## src/pcp_pkg.sv

```systemverilog
// package: constants and types for the parallel capture port
package pcp_pkg;
   // register offsets, byte addresses
   localparam logic [3:0] PCP_ADDR_CONFIG = 4'h0;
   localparam logic [3:0] PCP_ADDR_DELAY  = 4'h4;
   localparam logic [3:0] PCP_ADDR_COUNT  = 4'h8;
   localparam logic [3:0] PCP_ADDR_STATUS = 4'hC;
   // configuration field positions
   localparam int PCP_CFG_EN     = 0;
   localparam int PCP_CFG_DIR    = 1;
   localparam int PCP_CFG_XFR_LO = 2;
   localparam int PCP_CFG_XFR_HI = 3;
   localparam int PCP_CFG_656    = 4;
   localparam int PCP_CFG_WID_LO = 5;
   localparam int PCP_CFG_WID_HI = 7;
   localparam int PCP_CFG_FSO_LO = 8;
   localparam int PCP_CFG_FSO_HI = 10;
   localparam logic [15:0] PCP_CFG_RESET = 16'h0000;
   // width codes: 0 gives 8 bits, n gives 9+n bits
   localparam logic [2:0] PCP_WID_8  = 3'h0;
   localparam logic [4:0] PCP_WID_BASE = 5'h09;
   // timing reference words
   localparam logic [9:0] PCP_TRC_FF = 10'h3FF;
   localparam logic [9:0] PCP_TRC_00 = 10'h000;
   localparam int PCP_TRS_F = 8;
   localparam int PCP_TRS_V = 7;
   localparam int PCP_TRS_H = 6;

   typedef enum logic [1:0] {
      PCP_XFR_INPUT = 2'h0, PCP_XFR_CAPTURE = 2'h1, PCP_XFR_OUTPUT = 2'h2
   } pcp_xfr_t;
   typedef enum logic [1:0] {
      PCP_V_ACTIVE = 2'h0, PCP_V_VBLANK = 2'h1, PCP_V_FIELD = 2'h2
   } pcp_vmode_t;
   typedef enum logic [2:0] {
      PCP_ST_IDLE = 3'h0, PCP_ST_WAIT = 3'h1, PCP_ST_DELAY = 3'h3,
      PCP_ST_RUN = 3'h2, PCP_ST_DONE = 3'h6
   } pcp_state_t;

   // sample toward the system side
   typedef struct packed {
      logic        valid;
      logic [15:0] data;
   } pcp_sample_t;
endpackage

```

## src/pcp_port.sv

```systemverilog
// parallel capture port: gp and 656 modes, register port, pin sampling
//
// Local design decisions: the address map and the plain strobed port.
`timescale 1ns/1ps
// Functional notes
// one clock, three syncs, sixteen data lines
// port clock at most half system clock; the code needs two samples per level, so a quarter at most
// each frame sync selectable input or output
// gp mode one direction, up to 16 bits
// 656 mode 8 or 10 bit samples
// decode embedded line and field codes
// input submode: syncs and data are inputs; the code drives the data lines when the direction bit is set
// frame capture drives syncs, receives data; the code drives the data lines instead when the direction bit is set
// capture: sync one hsync, sync two vsync
// output submode drives data and syncs
// input submode: sync one starts reading
// wait programmed port clocks before data
// samples per frame equal transfer count
// width 8 or 10 through 16 bits
// active mode drops blanking samples
// active mode drops control codes
// active mode waits for SAV after field1
// active mode count is lines per frame
// vblank mode passes only blanking samples
// entire field passes every sample
// entire field starts right after field1
// codes are FF 00 00 then status
// idle and undriven until enabled
module pcp_port
   import pcp_pkg::*;
#(
   parameter int DW = 16
) (
   // clock and reset
   input  wire logic          ref_clk_i,
   input  wire logic          rst_i,
   // register port
   input  wire logic [3:0]    addr_i,
   input  wire logic [15:0]   wdata_i,
   input  wire logic          wr_i,
   input  wire logic          rd_i,
   output logic      [15:0]   rdata_o,
   // link pins
   input  wire logic          port_clock_in_i,
   input  wire logic [2:0]    fs_i,
   output logic      [2:0]    fs_o,
   output logic      [2:0]    fs_oe_o,
   input  wire logic [DW-1:0] pd_i,
   output logic      [DW-1:0] pd_o,
   output logic      [DW-1:0] pd_oe_o,
   // system side stream
   output pcp_sample_t        rx_o,
   input  wire logic [DW-1:0] tx_data_i,
   output logic               tx_take_o,
   output logic               frame_done_o
);
   logic [15:0] port_configuration;
   logic [15:0] sync_to_data_delay;
   logic [15:0] transfer_count;
   logic        en, is656;
   pcp_xfr_t    xfr;
   pcp_vmode_t  vmode;
   logic [4:0]  width;
   logic [DW-1:0] wmask;
   assign en    = port_configuration[PCP_CFG_EN];
   assign is656 = port_configuration[PCP_CFG_656];
   assign xfr   = pcp_xfr_t'(port_configuration[PCP_CFG_XFR_HI:PCP_CFG_XFR_LO]);
   assign vmode = pcp_vmode_t'(port_configuration[PCP_CFG_XFR_HI:PCP_CFG_XFR_LO]);

   // width decode, 656 fixed at 8 or 10
   always_comb begin
      if (port_configuration[PCP_CFG_WID_HI:PCP_CFG_WID_LO] == PCP_WID_8) begin
         width = 5'h08;
      end else begin
         width = PCP_WID_BASE + {2'h0, port_configuration[PCP_CFG_WID_HI:PCP_CFG_WID_LO]};
      end
      if (is656 && width > 5'h0A) begin
         width = 5'h0A;
      end
   end
   genvar gi;
   generate
      for (gi = 0; gi < DW; gi++) begin : g_mask
         assign wmask[gi] = (5'(gi) < width);
      end
   endgenerate

   // three-stage sampling of all link inputs
   logic [2:0]    clk_s;
   logic [2:0]    fs_s1, fs_s2, fs_s3;
   logic [DW-1:0] pd_s1, pd_s2, pd_s3;
   always_ff @(posedge ref_clk_i or posedge rst_i) begin
      if (rst_i) begin
         clk_s <= 3'h0;
         fs_s1 <= 3'h0;
         fs_s2 <= 3'h0;
         fs_s3 <= 3'h0;
         pd_s1 <= '0;
         pd_s2 <= '0;
         pd_s3 <= '0;
      end else begin
         clk_s <= {clk_s[1:0], port_clock_in_i};
         fs_s1 <= fs_i;
         fs_s2 <= fs_s1;
         fs_s3 <= fs_s2;
         pd_s1 <= pd_i;
         pd_s2 <= pd_s1;
         pd_s3 <= pd_s2;
      end
   end
   // last level that the second and third stages agreed on
   logic          pclk_lvl;
   logic          fs1_lvl;
   always_ff @(posedge ref_clk_i or posedge rst_i) begin
      if (rst_i) begin
         pclk_lvl <= 1'b0;
         fs1_lvl  <= 1'b0;
      end else begin
         if (clk_s[1] == clk_s[2]) begin
            pclk_lvl <= clk_s[2];
         end
         if (fs_s2[0] == fs_s3[0]) begin
            fs1_lvl <= fs_s3[0];
         end
      end
   end
   // an edge counts only once both late stages agree
   logic          pclk_rise;
   assign pclk_rise = clk_s[1] & clk_s[2] & ~pclk_lvl;
   // data taken from the stage that lines up with the clock edge
   logic [DW-1:0] din;
   assign din = pd_s3 & wmask;
   logic          fs1_rise;
   assign fs1_rise = fs_s2[0] & fs_s3[0] & ~fs1_lvl;

   // register write
   always_ff @(posedge ref_clk_i or posedge rst_i) begin
      if (rst_i) begin
         port_configuration <= PCP_CFG_RESET;
         sync_to_data_delay <= 16'h0000;
         transfer_count     <= 16'h0000;
      end else if (wr_i) begin
         if (addr_i == PCP_ADDR_CONFIG) begin
            port_configuration <= wdata_i;
         end else if (addr_i == PCP_ADDR_DELAY) begin
            sync_to_data_delay <= wdata_i;
         end else if (addr_i == PCP_ADDR_COUNT) begin
            transfer_count <= wdata_i;
         end
      end
   end

   // general purpose sequencer
   pcp_state_t  st;
   logic [15:0] dcnt, xcnt;
   logic        gp_act;
   assign gp_act = en && !is656;
   always_ff @(posedge ref_clk_i or posedge rst_i) begin
      if (rst_i) begin
         st   <= PCP_ST_IDLE;
         dcnt <= 16'h0000;
         xcnt <= 16'h0000;
      end else if (!gp_act) begin
         st <= PCP_ST_IDLE;
      end else begin
         case (st)
            PCP_ST_IDLE: begin
               st <= PCP_ST_WAIT;
            end
            PCP_ST_WAIT: begin
               // input waits on external sync, others self-pace
               if ((xfr == PCP_XFR_INPUT && fs1_rise) || (xfr != PCP_XFR_INPUT && pclk_rise)) begin
                  dcnt <= 16'h0000;
                  xcnt <= 16'h0000;
                  st   <= PCP_ST_DELAY;
               end
            end
            PCP_ST_DELAY: begin
               if (dcnt >= sync_to_data_delay) begin
                  st <= PCP_ST_RUN;
               end else if (pclk_rise) begin
                  dcnt <= dcnt + 16'h0001;
               end
            end
            PCP_ST_RUN: begin
               if (xcnt >= transfer_count) begin
                  st <= PCP_ST_DONE;
               end else if (pclk_rise) begin
                  xcnt <= xcnt + 16'h0001;
               end
            end
            PCP_ST_DONE: begin
               st <= PCP_ST_WAIT;
            end
            default: st <= PCP_ST_IDLE;
         endcase
      end
   end
   logic gp_take;
   assign gp_take = (st == PCP_ST_RUN) && (xcnt < transfer_count) && pclk_rise;

   // 656 decoder
   logic [1:0] pre;
   logic       in_trs, f_bit, v_bit, h_bit, synced, seen_sav;
   logic [15:0] lines;
   logic [9:0]  w10;
   // 8-bit words: repeat the top bits so an all-ones word matches
   assign w10 = (width == 5'h08) ? {din[7:0], din[7:6]} : din[9:0];
   always_ff @(posedge ref_clk_i or posedge rst_i) begin
      if (rst_i) begin
         pre      <= 2'h0;
         in_trs   <= 1'b0;
         f_bit    <= 1'b0;
         v_bit    <= 1'b1;
         h_bit    <= 1'b1;
         synced   <= 1'b0;
         seen_sav <= 1'b0;
         lines    <= 16'h0000;
      end else if (!(en && is656)) begin
         pre    <= 2'h0;
         in_trs <= 1'b0;
         synced <= 1'b0;
         seen_sav <= 1'b0;
         lines  <= 16'h0000;
      end else if (pclk_rise) begin
         in_trs <= 1'b0;
         if (pre == 2'h3) begin
            // status word carries F, V, H
            in_trs <= 1'b1;
            f_bit  <= w10[PCP_TRS_F];
            v_bit  <= w10[PCP_TRS_V];
            h_bit  <= w10[PCP_TRS_H];
            pre    <= 2'h0;
            if (!w10[PCP_TRS_F] && !synced && w10[PCP_TRS_V]) begin
               synced <= 1'b1;
            end
            if (synced && !w10[PCP_TRS_H] && !w10[PCP_TRS_V]) begin
               seen_sav <= 1'b1;
               lines    <= lines + 16'h0001;
            end
            if (w10[PCP_TRS_F] != f_bit && !w10[PCP_TRS_F]) begin
               lines <= 16'h0000;
            end
         end else if (w10 == PCP_TRC_FF) begin
            pre <= 2'h1;
         end else if (w10 == PCP_TRC_00 && pre != 2'h0) begin
            pre <= pre + 2'h1;
         end else begin
            pre <= 2'h0;
         end
      end
   end
   logic ctrl_word, v_take;
   // preamble words and the status word
   assign ctrl_word = (w10 == PCP_TRC_FF) || (pre != 2'h0);
   always_comb begin
      v_take = 1'b0;
      if (en && is656 && synced && pclk_rise) begin
         case (vmode)
            PCP_V_ACTIVE: v_take = seen_sav && !ctrl_word && !h_bit && !v_bit
                                   && (lines <= transfer_count);
            PCP_V_VBLANK: v_take = !ctrl_word && v_bit;
            PCP_V_FIELD:  v_take = 1'b1;
            default:      v_take = 1'b0;
         endcase
      end
   end

   // receive and transmit data path
   logic rx_dir;
   assign rx_dir = !port_configuration[PCP_CFG_DIR] && xfr != PCP_XFR_OUTPUT;
   always_ff @(posedge ref_clk_i or posedge rst_i) begin
      if (rst_i) begin
         rx_o <= '0;
      end else begin
         rx_o.valid <= (gp_take && rx_dir) || (v_take && !port_configuration[PCP_CFG_DIR]);
         rx_o.data  <= 16'(din);
      end
   end
   assign tx_take_o = gp_take && !rx_dir;
   always_ff @(posedge ref_clk_i or posedge rst_i) begin
      if (rst_i) begin
         pd_o <= '0;
      end else if (tx_take_o) begin
         pd_o <= tx_data_i & wmask;
      end
   end
   // data lines driven only when enabled for output
   assign pd_oe_o = {DW{en && !rx_dir && !is656}};

   // frame sync drive: output, capture modes
   logic fs_drv;
   assign fs_drv = en && !is656 && (xfr != PCP_XFR_INPUT);
   always_ff @(posedge ref_clk_i or posedge rst_i) begin
      if (rst_i) begin
         fs_o <= 3'h0;
      end else begin
         fs_o[0] <= fs_drv && (st == PCP_ST_DELAY); // hsync
         fs_o[1] <= fs_drv && (st == PCP_ST_DONE); // vsync
         fs_o[2] <= fs_drv && (st == PCP_ST_DELAY) && (xfr == PCP_XFR_OUTPUT);
      end
   end
   assign fs_oe_o = fs_drv ? port_configuration[PCP_CFG_FSO_HI:PCP_CFG_FSO_LO] | {1'b0, xfr == PCP_XFR_CAPTURE, 1'b0}
                             | {2'b0, xfr == PCP_XFR_CAPTURE} : 3'h0;
   assign frame_done_o = (st == PCP_ST_DONE);

   // register read, one cycle later
   always_ff @(posedge ref_clk_i or posedge rst_i) begin
      if (rst_i) begin
         rdata_o <= 16'h0000;
      end else if (rd_i) begin
         if (addr_i == PCP_ADDR_CONFIG) begin
            rdata_o <= port_configuration;
         end else if (addr_i == PCP_ADDR_DELAY) begin
            rdata_o <= sync_to_data_delay;
         end else if (addr_i == PCP_ADDR_COUNT) begin
            rdata_o <= transfer_count;
         end else if (addr_i == PCP_ADDR_STATUS) begin
            rdata_o <= {8'h00, synced, f_bit, v_bit, h_bit, 1'b0, st};
         end else begin
            rdata_o <= 16'h0000;
         end
      end
   end

   // checker helpers: samples per frame, port clocks spent in delay
   logic [15:0] chk_takes;
   logic [15:0] chk_dly;
   always_ff @(posedge ref_clk_i or posedge rst_i) begin
      if (rst_i) begin
         chk_takes <= 16'h0000;
      end else if (st == PCP_ST_WAIT) begin
         chk_takes <= 16'h0000;
      end else if (gp_take) begin
         chk_takes <= chk_takes + 16'h0001;
      end
   end
   always_ff @(posedge ref_clk_i or posedge rst_i) begin
      if (rst_i) begin
         chk_dly <= 16'h0000;
      end else if (st != PCP_ST_DELAY) begin
         chk_dly <= 16'h0000;
      end else if (pclk_rise) begin
         chk_dly <= chk_dly + 16'h0001;
      end
   end
endmodule

```

## config.mk

```make
export PLATFORM = sky130hd
export DESIGN_NAME = pcp_port
export DESIGN_NICKNAME = d
export VERILOG_FILES = /design/src/pcp_pkg.sv /design/src/pcp_port.sv
export SDC_FILE = /design/constraint.sdc
export NUM_CORES = 1
export LEC_CHECK = 0
export BUFFER_PORTS_ARGS = -buffer_cell sky130_fd_sc_hd__buf_2
export CORE_ASPECT_RATIO = 1.75
export CORE_MARGIN = 3
export CORE_UTILIZATION = 30
export CTS_CLUSTER_SIZE = 16
export DETAILED_ROUTE_END_ITERATION = 8
export PLACE_DENSITY = 0.45
export REMOVE_ABC_BUFFERS = 1
export SLEW_MARGIN = 20
export SYNTH_ARGS = -nofsm -noshare
export SYNTH_HDL_FRONTEND = slang
export SYNTH_SLANG_ARGS = --single-unit
```

## constraint.sdc

```tcl
create_clock -name ref_clk_i -period 9.7 [get_ports ref_clk_i]
set_input_delay 1.455 -clock ref_clk_i [delete_from_list [all_inputs] [get_ports ref_clk_i]]
set_output_delay 1.455 -clock ref_clk_i [all_outputs]
set_load 0.005 [all_outputs]
```

==> results.py, run 1 <==
metrics = {
    "setup_path": {
        "worst_setup_path_end_kind": "output port",
        "critPathLaunchType": "flop",
        "critPathMaxStageDelay_ns": 0.40,
        "cp_cell_sequence": "inv_1, ha_1, a21oi_1, o21ai_0, a221oi_4, nand2_1, or3_1, buf_4, inv_1, buf_2",
        "path_class": "flop to output port",
        "slowest_stage": "dfrtp_1",
        "cp.buffers_inverters": 4,
        "worstPathMaxFanout": 33,
        "worst_ep_arrival_time_ns": 3.17,
        "crit_top_cell": "inv_1",
        "required_ns": 8.25,
        "crit_family": "compound AO/OA/AOI/OAI gates",
    },
    "sta": {
        "final_min_period_over_clock_period_pct": 47.7,
        "maxSlewHeadroom_pct": 33.9,
        "tightest_slew_ns": 0.985,
        "rsz0062_at_grt": "no",
        "setup_viol": 0,
        "tns_ns": 0,
        "fin_skew_ns": 0.0190,
        "final_max_slew_viol_count": 0,
        "report.final.hold_viol_count": 0,
        "period_needed_ns": 4.63,
        "clock.fmax_mhz": 216,
    },
    "yosys": {
        "synth_edf_count": 0,
        "synth_cell_types": 68,
        "synthCells": 980,
        "synth-seq-area-share_pct": 51.4,
        "ys_warn_count": 0,
        "synthFlopType": "dfrtp_1",
        "async_flop_share_pct": 100,
        "synthesis.area_mm2": 0.0104,
        "syn_area_per_cell_um2": 10.6,
        "ys_ff_latch": 214,
    },
    "clock_network": {
        "cts_resized": 0,
        "path_clk_slew_ns": 0.07,
        "cts_tree": "yes",
        "cts.sinks": 214,
        "htree_levels": 1,
        "clockRootBuffer": "clkbuf_16",
        "post_cts_buffers": 0,
        "cts_buffers": 22,
        "hold_buffers": 0,
        "clockBufferDepth": 3,
        "clk-insertion-delay-late_ns": 0.53,
    },
    "detailed_routing": {
        "vias": 7358,
        "route.detailed.drc": 0,
        "ant_nets": 0,
        "wl_per_cell_um": 18.2,
        "drt-total-wl_um": 28200,
        "viasPerCell": 4.74,
        "first_pass_iters": 4,
        "dr.first_iter.drc_count": 398,
    },
    "floorplanning": {
        "rows": 89,
        "io_pins": 133,
        "fp.coreArea_mm2": 0.0340,
        "dieArea_mm2": 0.0371,
        "initial_core_util_pct": 30.7,
        "die_w_um": 147,
        "die_h_um": 253,
    },
    "grt": {
        "antenna_found_initial": 0,
        "grt_usage_pct": 15.1,
        "grt_pass1_vias": 7551,
        "grt_first_pass_wirelength_um": 43900,
        "grt_max_degree": 136,
        "grt_overflow_total": 0,
    },
    "worst_hold_path": {
        "min-delay-path-class": "flop to flop",
    },
    "layout": {
        "regMostFlops": "rx_o",
        "final_net_count": 1204,
        "largest_reg_flops": 17,
        "final_common_cell": "dfrtp_1",
        "drive_gt1_share_pct": 22.7,
        "area_growth_pct": 16.4,
        "diodes": 0,
        "mostFrequentLayoutCells": "dfrtp_1, buf_2, nor2_1, nand2_1, inv_1",
    },
    "pwr": {
        "p_per_area_mw_per_mm2": 195,
        "leakagePower_nw": 5.67,
        "fin_total_pwr_mw": 2.37,
        "max-vdd-ir-drop_v": 0.000118,
    },
    "outcome": {
        "status": "completed",
    },
    "placed_design": {
        "gp_congestion": 0.779,
        "port_buffers": 130,
        "hpwl_um": 20900,
    },
    "flow_run": {
        "cap_viol_max_count": 0,
    },
}
-- layout make-up --
type / instances / area, µm²
sequential: 214 / 5360
clock inverter: 10 / 139
clock buffer: 27 / 609
timing repair buffer: 132 / 669
multi-input combinational: 646 / 4520
tap: 455 / 569
inverter: 69 / 267
fill: 3468 / 21800
-- per-layer routing --
layer / vias to the layer above / global-route usage, % / share of wire, %
met3: 42 / 1.49 / 3.0
li1: 3585 / - / -
met2: 147 / 28.7 / 54
met4: 0 / 6.57 / 4.3
met1: 3584 / 16.9 / 39
met5: - / 0 / 0
-- worst paths after layout --
kind	startpoint	end	slack, ns	cells after the start
max in group asynchronous	rst_i	pd_s2[0]$_DFF_PP0_	7.24	3
min	pd_s2[10]$_DFF_PP0_	pd_s3[10]$_DFF_PP0_	0.34	0
min in group asynchronous	rst_i	pd_s2[13]$_DFF_PP0_	1.12	2
min reg2reg	pd_s2[10]$_DFF_PP0_	pd_s3[10]$_DFF_PP0_	0.34	0
max reg2reg	port_configuration[5]$_DFFE_PP0P_	lines[9]$_DFFE_PP0P_	6.37	8
max	transfer_count[11]$_DFFE_PP0P_	tx_take_o	5.07	10
-- where the power goes --
part           switching [mW]  total (mW)  internal, mW
Combinational           0.259       0.427         0.167
Clock                   0.363       0.889         0.525
Sequential             0.0690        1.05         0.983
Total                   0.692        2.37          1.68
-- Yosys cell counts, types with 3 or more instances --
library cell / number / share of area [%]
a211oi_1: 10 / 0.72
a21o_1: 4 / 0.29
a21oi_1: 61 / 2.9
a22oi_1: 7 / 0.50
and2_1: 13 / 0.78
and3_1: 13 / 0.78
buf_2: 15 / 0.72
buf_4: 17 / 1.2
clkbuf_1: 14 / 0.50
dfrtp_1: 212 / 51
ha_1: 59 / 7.1
inv_1: 69 / 2.5
mux2_2: 52 / 5.6
mux2i_1: 14 / 1.3
nand2_1: 70 / 2.5
nand2b_1: 10 / 0.60
nand3_1: 27 / 1.3
nand4_1: 22 / 1.3
nor2_1: 92 / 3.3
nor2b_1: 14 / 0.84
nor3_1: 8 / 0.38
nor4_1: 6 / 0.36
nor4_2: 3 / 0.36
nor4_4: 3 / 0.61
nor4b_2: 3 / 0.43
o21a_1: 5 / 0.36
o21ai_0: 39 / 1.9
o21ai_1: 15 / 0.72
o22ai_1: 13 / 0.78
or3_1: 4 / 0.24
xnor2_1: 26 / 2.2
xor2_1: 12 / 1.0
-- logic make-up after synthesis --
logic type / Yosys count / share of synthesized area [%]
flops: 214 / 51.4
buf+inv: 120 / 5.27
compound gates: 178 / 10.7
xor+xnor: 38 / 3.19
fa+ha+maj: 59 / 7.09
mux: 66 / 6.97
simple gates: 305 / 15.3
-- metrics by stage --
stage | hold WS, ns | instances | instance area (µm²) | util (%) | setup WS, ns
5_1_grt | 0.354 | 1553 | 12100 | 35.7 | 4.97
2_1_floorplan | 0.331 | 929 | 10100 | - | 2.40
3_5_place_dp | 0.335 | 1516 | 11400 | 33.5 | 5.51
4_1_cts | 0.346 | 1553 | 12100 | 35.7 | 5.07
6_report | 0.344 | 1553 | 12100 | 35.7 | 5.07
3_3_place_gp | 0.332 | 1516 | 11400 | 33.5 | 5.47
No activity file was read; power rests on OpenSTA's default activity.
==> run 2: changes to the inputs <==
Settings changed: ABC_AREA set to 1.
Clock period 9.7 ns to 4.6 ns, I/O delays scaled along.
==> run 2 against run 1 <==
Effect of this change:
- via count increased by 12%
- sequential power increased by 100%
- core utilization increased by 0.12 points
- synthesized area increased by 1.7%
- critical path depth decreased by 1
- final area increased by 2.5%
- global-route usage increased by 0.64 points
- cell count increased by 15%
- clock skew decreased by 0.0070 ns
- power increased by 110%
- first-iteration DRC count increased by 15%
- critical path type unchanged
- critical endpoint unchanged
- largest cell class unchanged
==> results.py, run 2 <==
metrics = {
    "detailed_routing": {
        "drt-total-wl_um": 29300,
        "first_pass_iters": 5,
        "vias": 8275,
        "viasPerCell": 4.65,
        "route.detailed.drc": 0,
        "dr.first_iter.drc_count": 457,
        "ant_nets": 0,
        "wl_per_cell_um": 16.5,
    },
    "flow_run": {
        "cap_viol_max_count": 0,
    },
    "setup_path": {
        "cp_cell_sequence": "inv_1, ha_1, a21o_1, nand3_1, a21oi_1, nor3_1, nand3_1, nor4_4, buf_2",
        "critPathLaunchType": "flop",
        "required_ns": 3.91,
        "slowest_stage": "nor4_4",
        "path_class": "flop to output port",
        "worst_setup_path_end_kind": "output port",
        "crit_family": "simple AND/OR/NAND/NOR gates",
        "cp.buffers_inverters": 2,
        "critPathMaxStageDelay_ns": 0.39,
        "worstPathMaxFanout": 3,
        "worst_ep_arrival_time_ns": 2.67,
        "crit_top_cell": "nand3_1",
    },
    "pwr": {
        "max-vdd-ir-drop_v": 0.000235,
        "fin_total_pwr_mw": 5.09,
        "leakagePower_nw": 5.92,
        "p_per_area_mw_per_mm2": 409,
    },
    "layout": {
        "regMostFlops": "rx_o",
        "stdcell_area_mm2": 0.0124,
        "area_growth_pct": 17.3,
        "final_net_count": 1425,
        "stdcell_count": 1780,
        "final_common_cell": "nand2_1",
        "mostFrequentLayoutCells": "nand2_1, dfrtp_1, inv_1, buf_2, o21ai_0",
        "final_core_util_pct": 35.8,
        "drive_gt1_share_pct": 16.7,
        "largest_reg_flops": 17,
    },
    "yosys": {
        "synthFlopType": "dfrtp_1",
        "synthCells": 1191,
        "netlist.area_leader.share_pct": 50.1,
        "ys_ff_latch": 214,
        "yosysMostFrequentCell": "nand2_1",
        "synth_cell_types": 55,
        "async_flop_share_pct": 100,
        "synth-seq-area-share_pct": 50.6,
        "synthesis.area_mm2": 0.0106,
        "yosys-top-cells-count": "nand2_1, dfrtp_1, inv_1, o21ai_0, nor2_1",
        "syn_area_per_cell_um2": 8.90,
        "synth_area_leaders": "dfrtp_1, nand2_1, ha_1",
        "synth.largest_area_cell": "dfrtp_1",
        "synth_edf_count": 0,
        "ys_warn_count": 0,
    },
    "clock_network": {
        "clk-insertion-delay-late_ns": 0.52,
        "clockBufferDepth": 3,
        "post_cts_buffers": 0,
        "htree_levels": 1,
        "path_clk_slew_ns": 0.07,
        "cts_buffers": 22,
        "hold_buffers": 0,
        "cts_tree": "yes",
        "cts.sinks": 214,
        "clockRootBuffer": "clkbuf_16",
        "cts_resized": 0,
    },
    "floorplanning": {
        "die_h_um": 255,
        "dieArea_mm2": 0.0377,
        "io_pins": 133,
        "fp.coreArea_mm2": 0.0347,
        "initial_core_util_pct": 30.5,
        "rows": 90,
        "die_w_um": 148,
    },
    "sta": {
        "tns_ns": 0,
        "maxSlewHeadroom_pct": 31.4,
        "final_max_slew_viol_count": 0,
        "report.final.hold_viol_count": 0,
        "fin_skew_ns": 0.0119,
        "period_needed_ns": 3.36,
        "rsz0062_at_grt": "no",
        "clock.fmax_mhz": 298,
        "worst_slack_ns": 1.24,
        "final_min_period_over_clock_period_pct": 73.0,
        "setup_viol": 0,
        "tightest_slew_ns": 1.03,
        "whs_ns": 0.271,
    },
    "grt": {
        "antenna_found_initial": 0,
        "grt_pass1_vias": 8352,
        "grt_first_pass_wirelength_um": 46900,
        "grt_overflow_total": 0,
        "grt_max_degree": 133,
        "grt_usage_pct": 15.7,
    },
    "placed_design": {
        "post_dp_cell_area_mm2": 0.0116,
        "hpwl_um": 22000,
        "placed_cells_incl_taps": 1742,
        "gp_congestion": 0.811,
        "pre_cts_slack_ns": 1.30,
        "port_buffers": 130,
    },
    "outcome": {
        "status": "completed",
    },
    "worst_hold_path": {
        "min-delay-path-class": "primary input to flop",
    },
}
-- run 2: changes by cell type after synthesis, moves of 11 or more --
cell,previous run,this run
mux2_2,52,2
a21oi_1,61,50
nor3_1,8,30
and3_1,13,1
nor2_1,92,75
nand2_1,70,219
inv_1,69,168
xnor2_1,26,1
nand3_1,27,64
o21ai_0,39,111
and2_1,13,1
nor2b_1,14,0
-- run 2: kinds of logic after synthesis --
kind of cell,after synthesis,synth area share (%)
and+or+nand+nor,446,19.2
adders and majority gates,59,6.97
xor gates and xnor gates,14,1.16
muxes,10,0.968
buffers and inverters,222,8.86
AOI/OAI and AO/OA,226,12.2
DFF,214,50.6
-- run 2: metal layers --
metal / share of wire (%) / vias to the layer above / global-route usage [%] / wire length, µm
met5: 0 / - / 0 / 0
met3: 4.2 / 46 / 1.94 / 1230
met4: 3.0 / 0 / 5.50 / 890
met1: 40 / 3906 / 18.4 / 11600
li1: - / 4128 / - / -
met2: 53 / 195 / 29.5 / 15500
-- run 2: area by class of cell --
type	instances	area (µm²)
Sequential cell	214	5360
Inverter	176	668
Clock buffer	25	593
Tap cell	460	576
Clock inverter	12	219
Multi-Input combinational cell	755	4300
Timing Repair Buffer	137	716
Antenna cell	1	2.50
Fill cell	3713	22300
-- run 2: power by group --
group          total (mW)  internal, mW  switching (mW)
Combinational       0.884         0.298           0.586
Sequential           2.15          2.05           0.105
Clock                2.05          1.26           0.790
Total                5.09          3.61            1.48
-- run 2: worst paths after layout --
| kind | slack [ns] | end | cells past startpoint | start |
|---|---|---|---|---|
| setup / recovery | 1.24 | tx_take_o | 9 | transfer_count[9]$_DFFE_PP0P_ |
| hold / removal | 0.27 | pd_s1[9]$_DFF_PP0_ | 1 | pd_i[9] |
| setup reg to reg | 1.30 | lines[4]$_DFFE_PP0P_ | 15 | port_configuration[5]$_DFFE_PP0P_ |
| hold reg to reg | 0.35 | pd_s2[13]$_DFF_PP0_ | 0 | pd_s1[13]$_DFF_PP0_ |
| max in group asynchronous | 3.32 | port_configuration[12]$_DFFE_PP0P_ | 3 | rst_i |
| min in group asynchronous | 0.31 | pd_s2[15]$_DFF_PP0_ | 2 | rst_i |
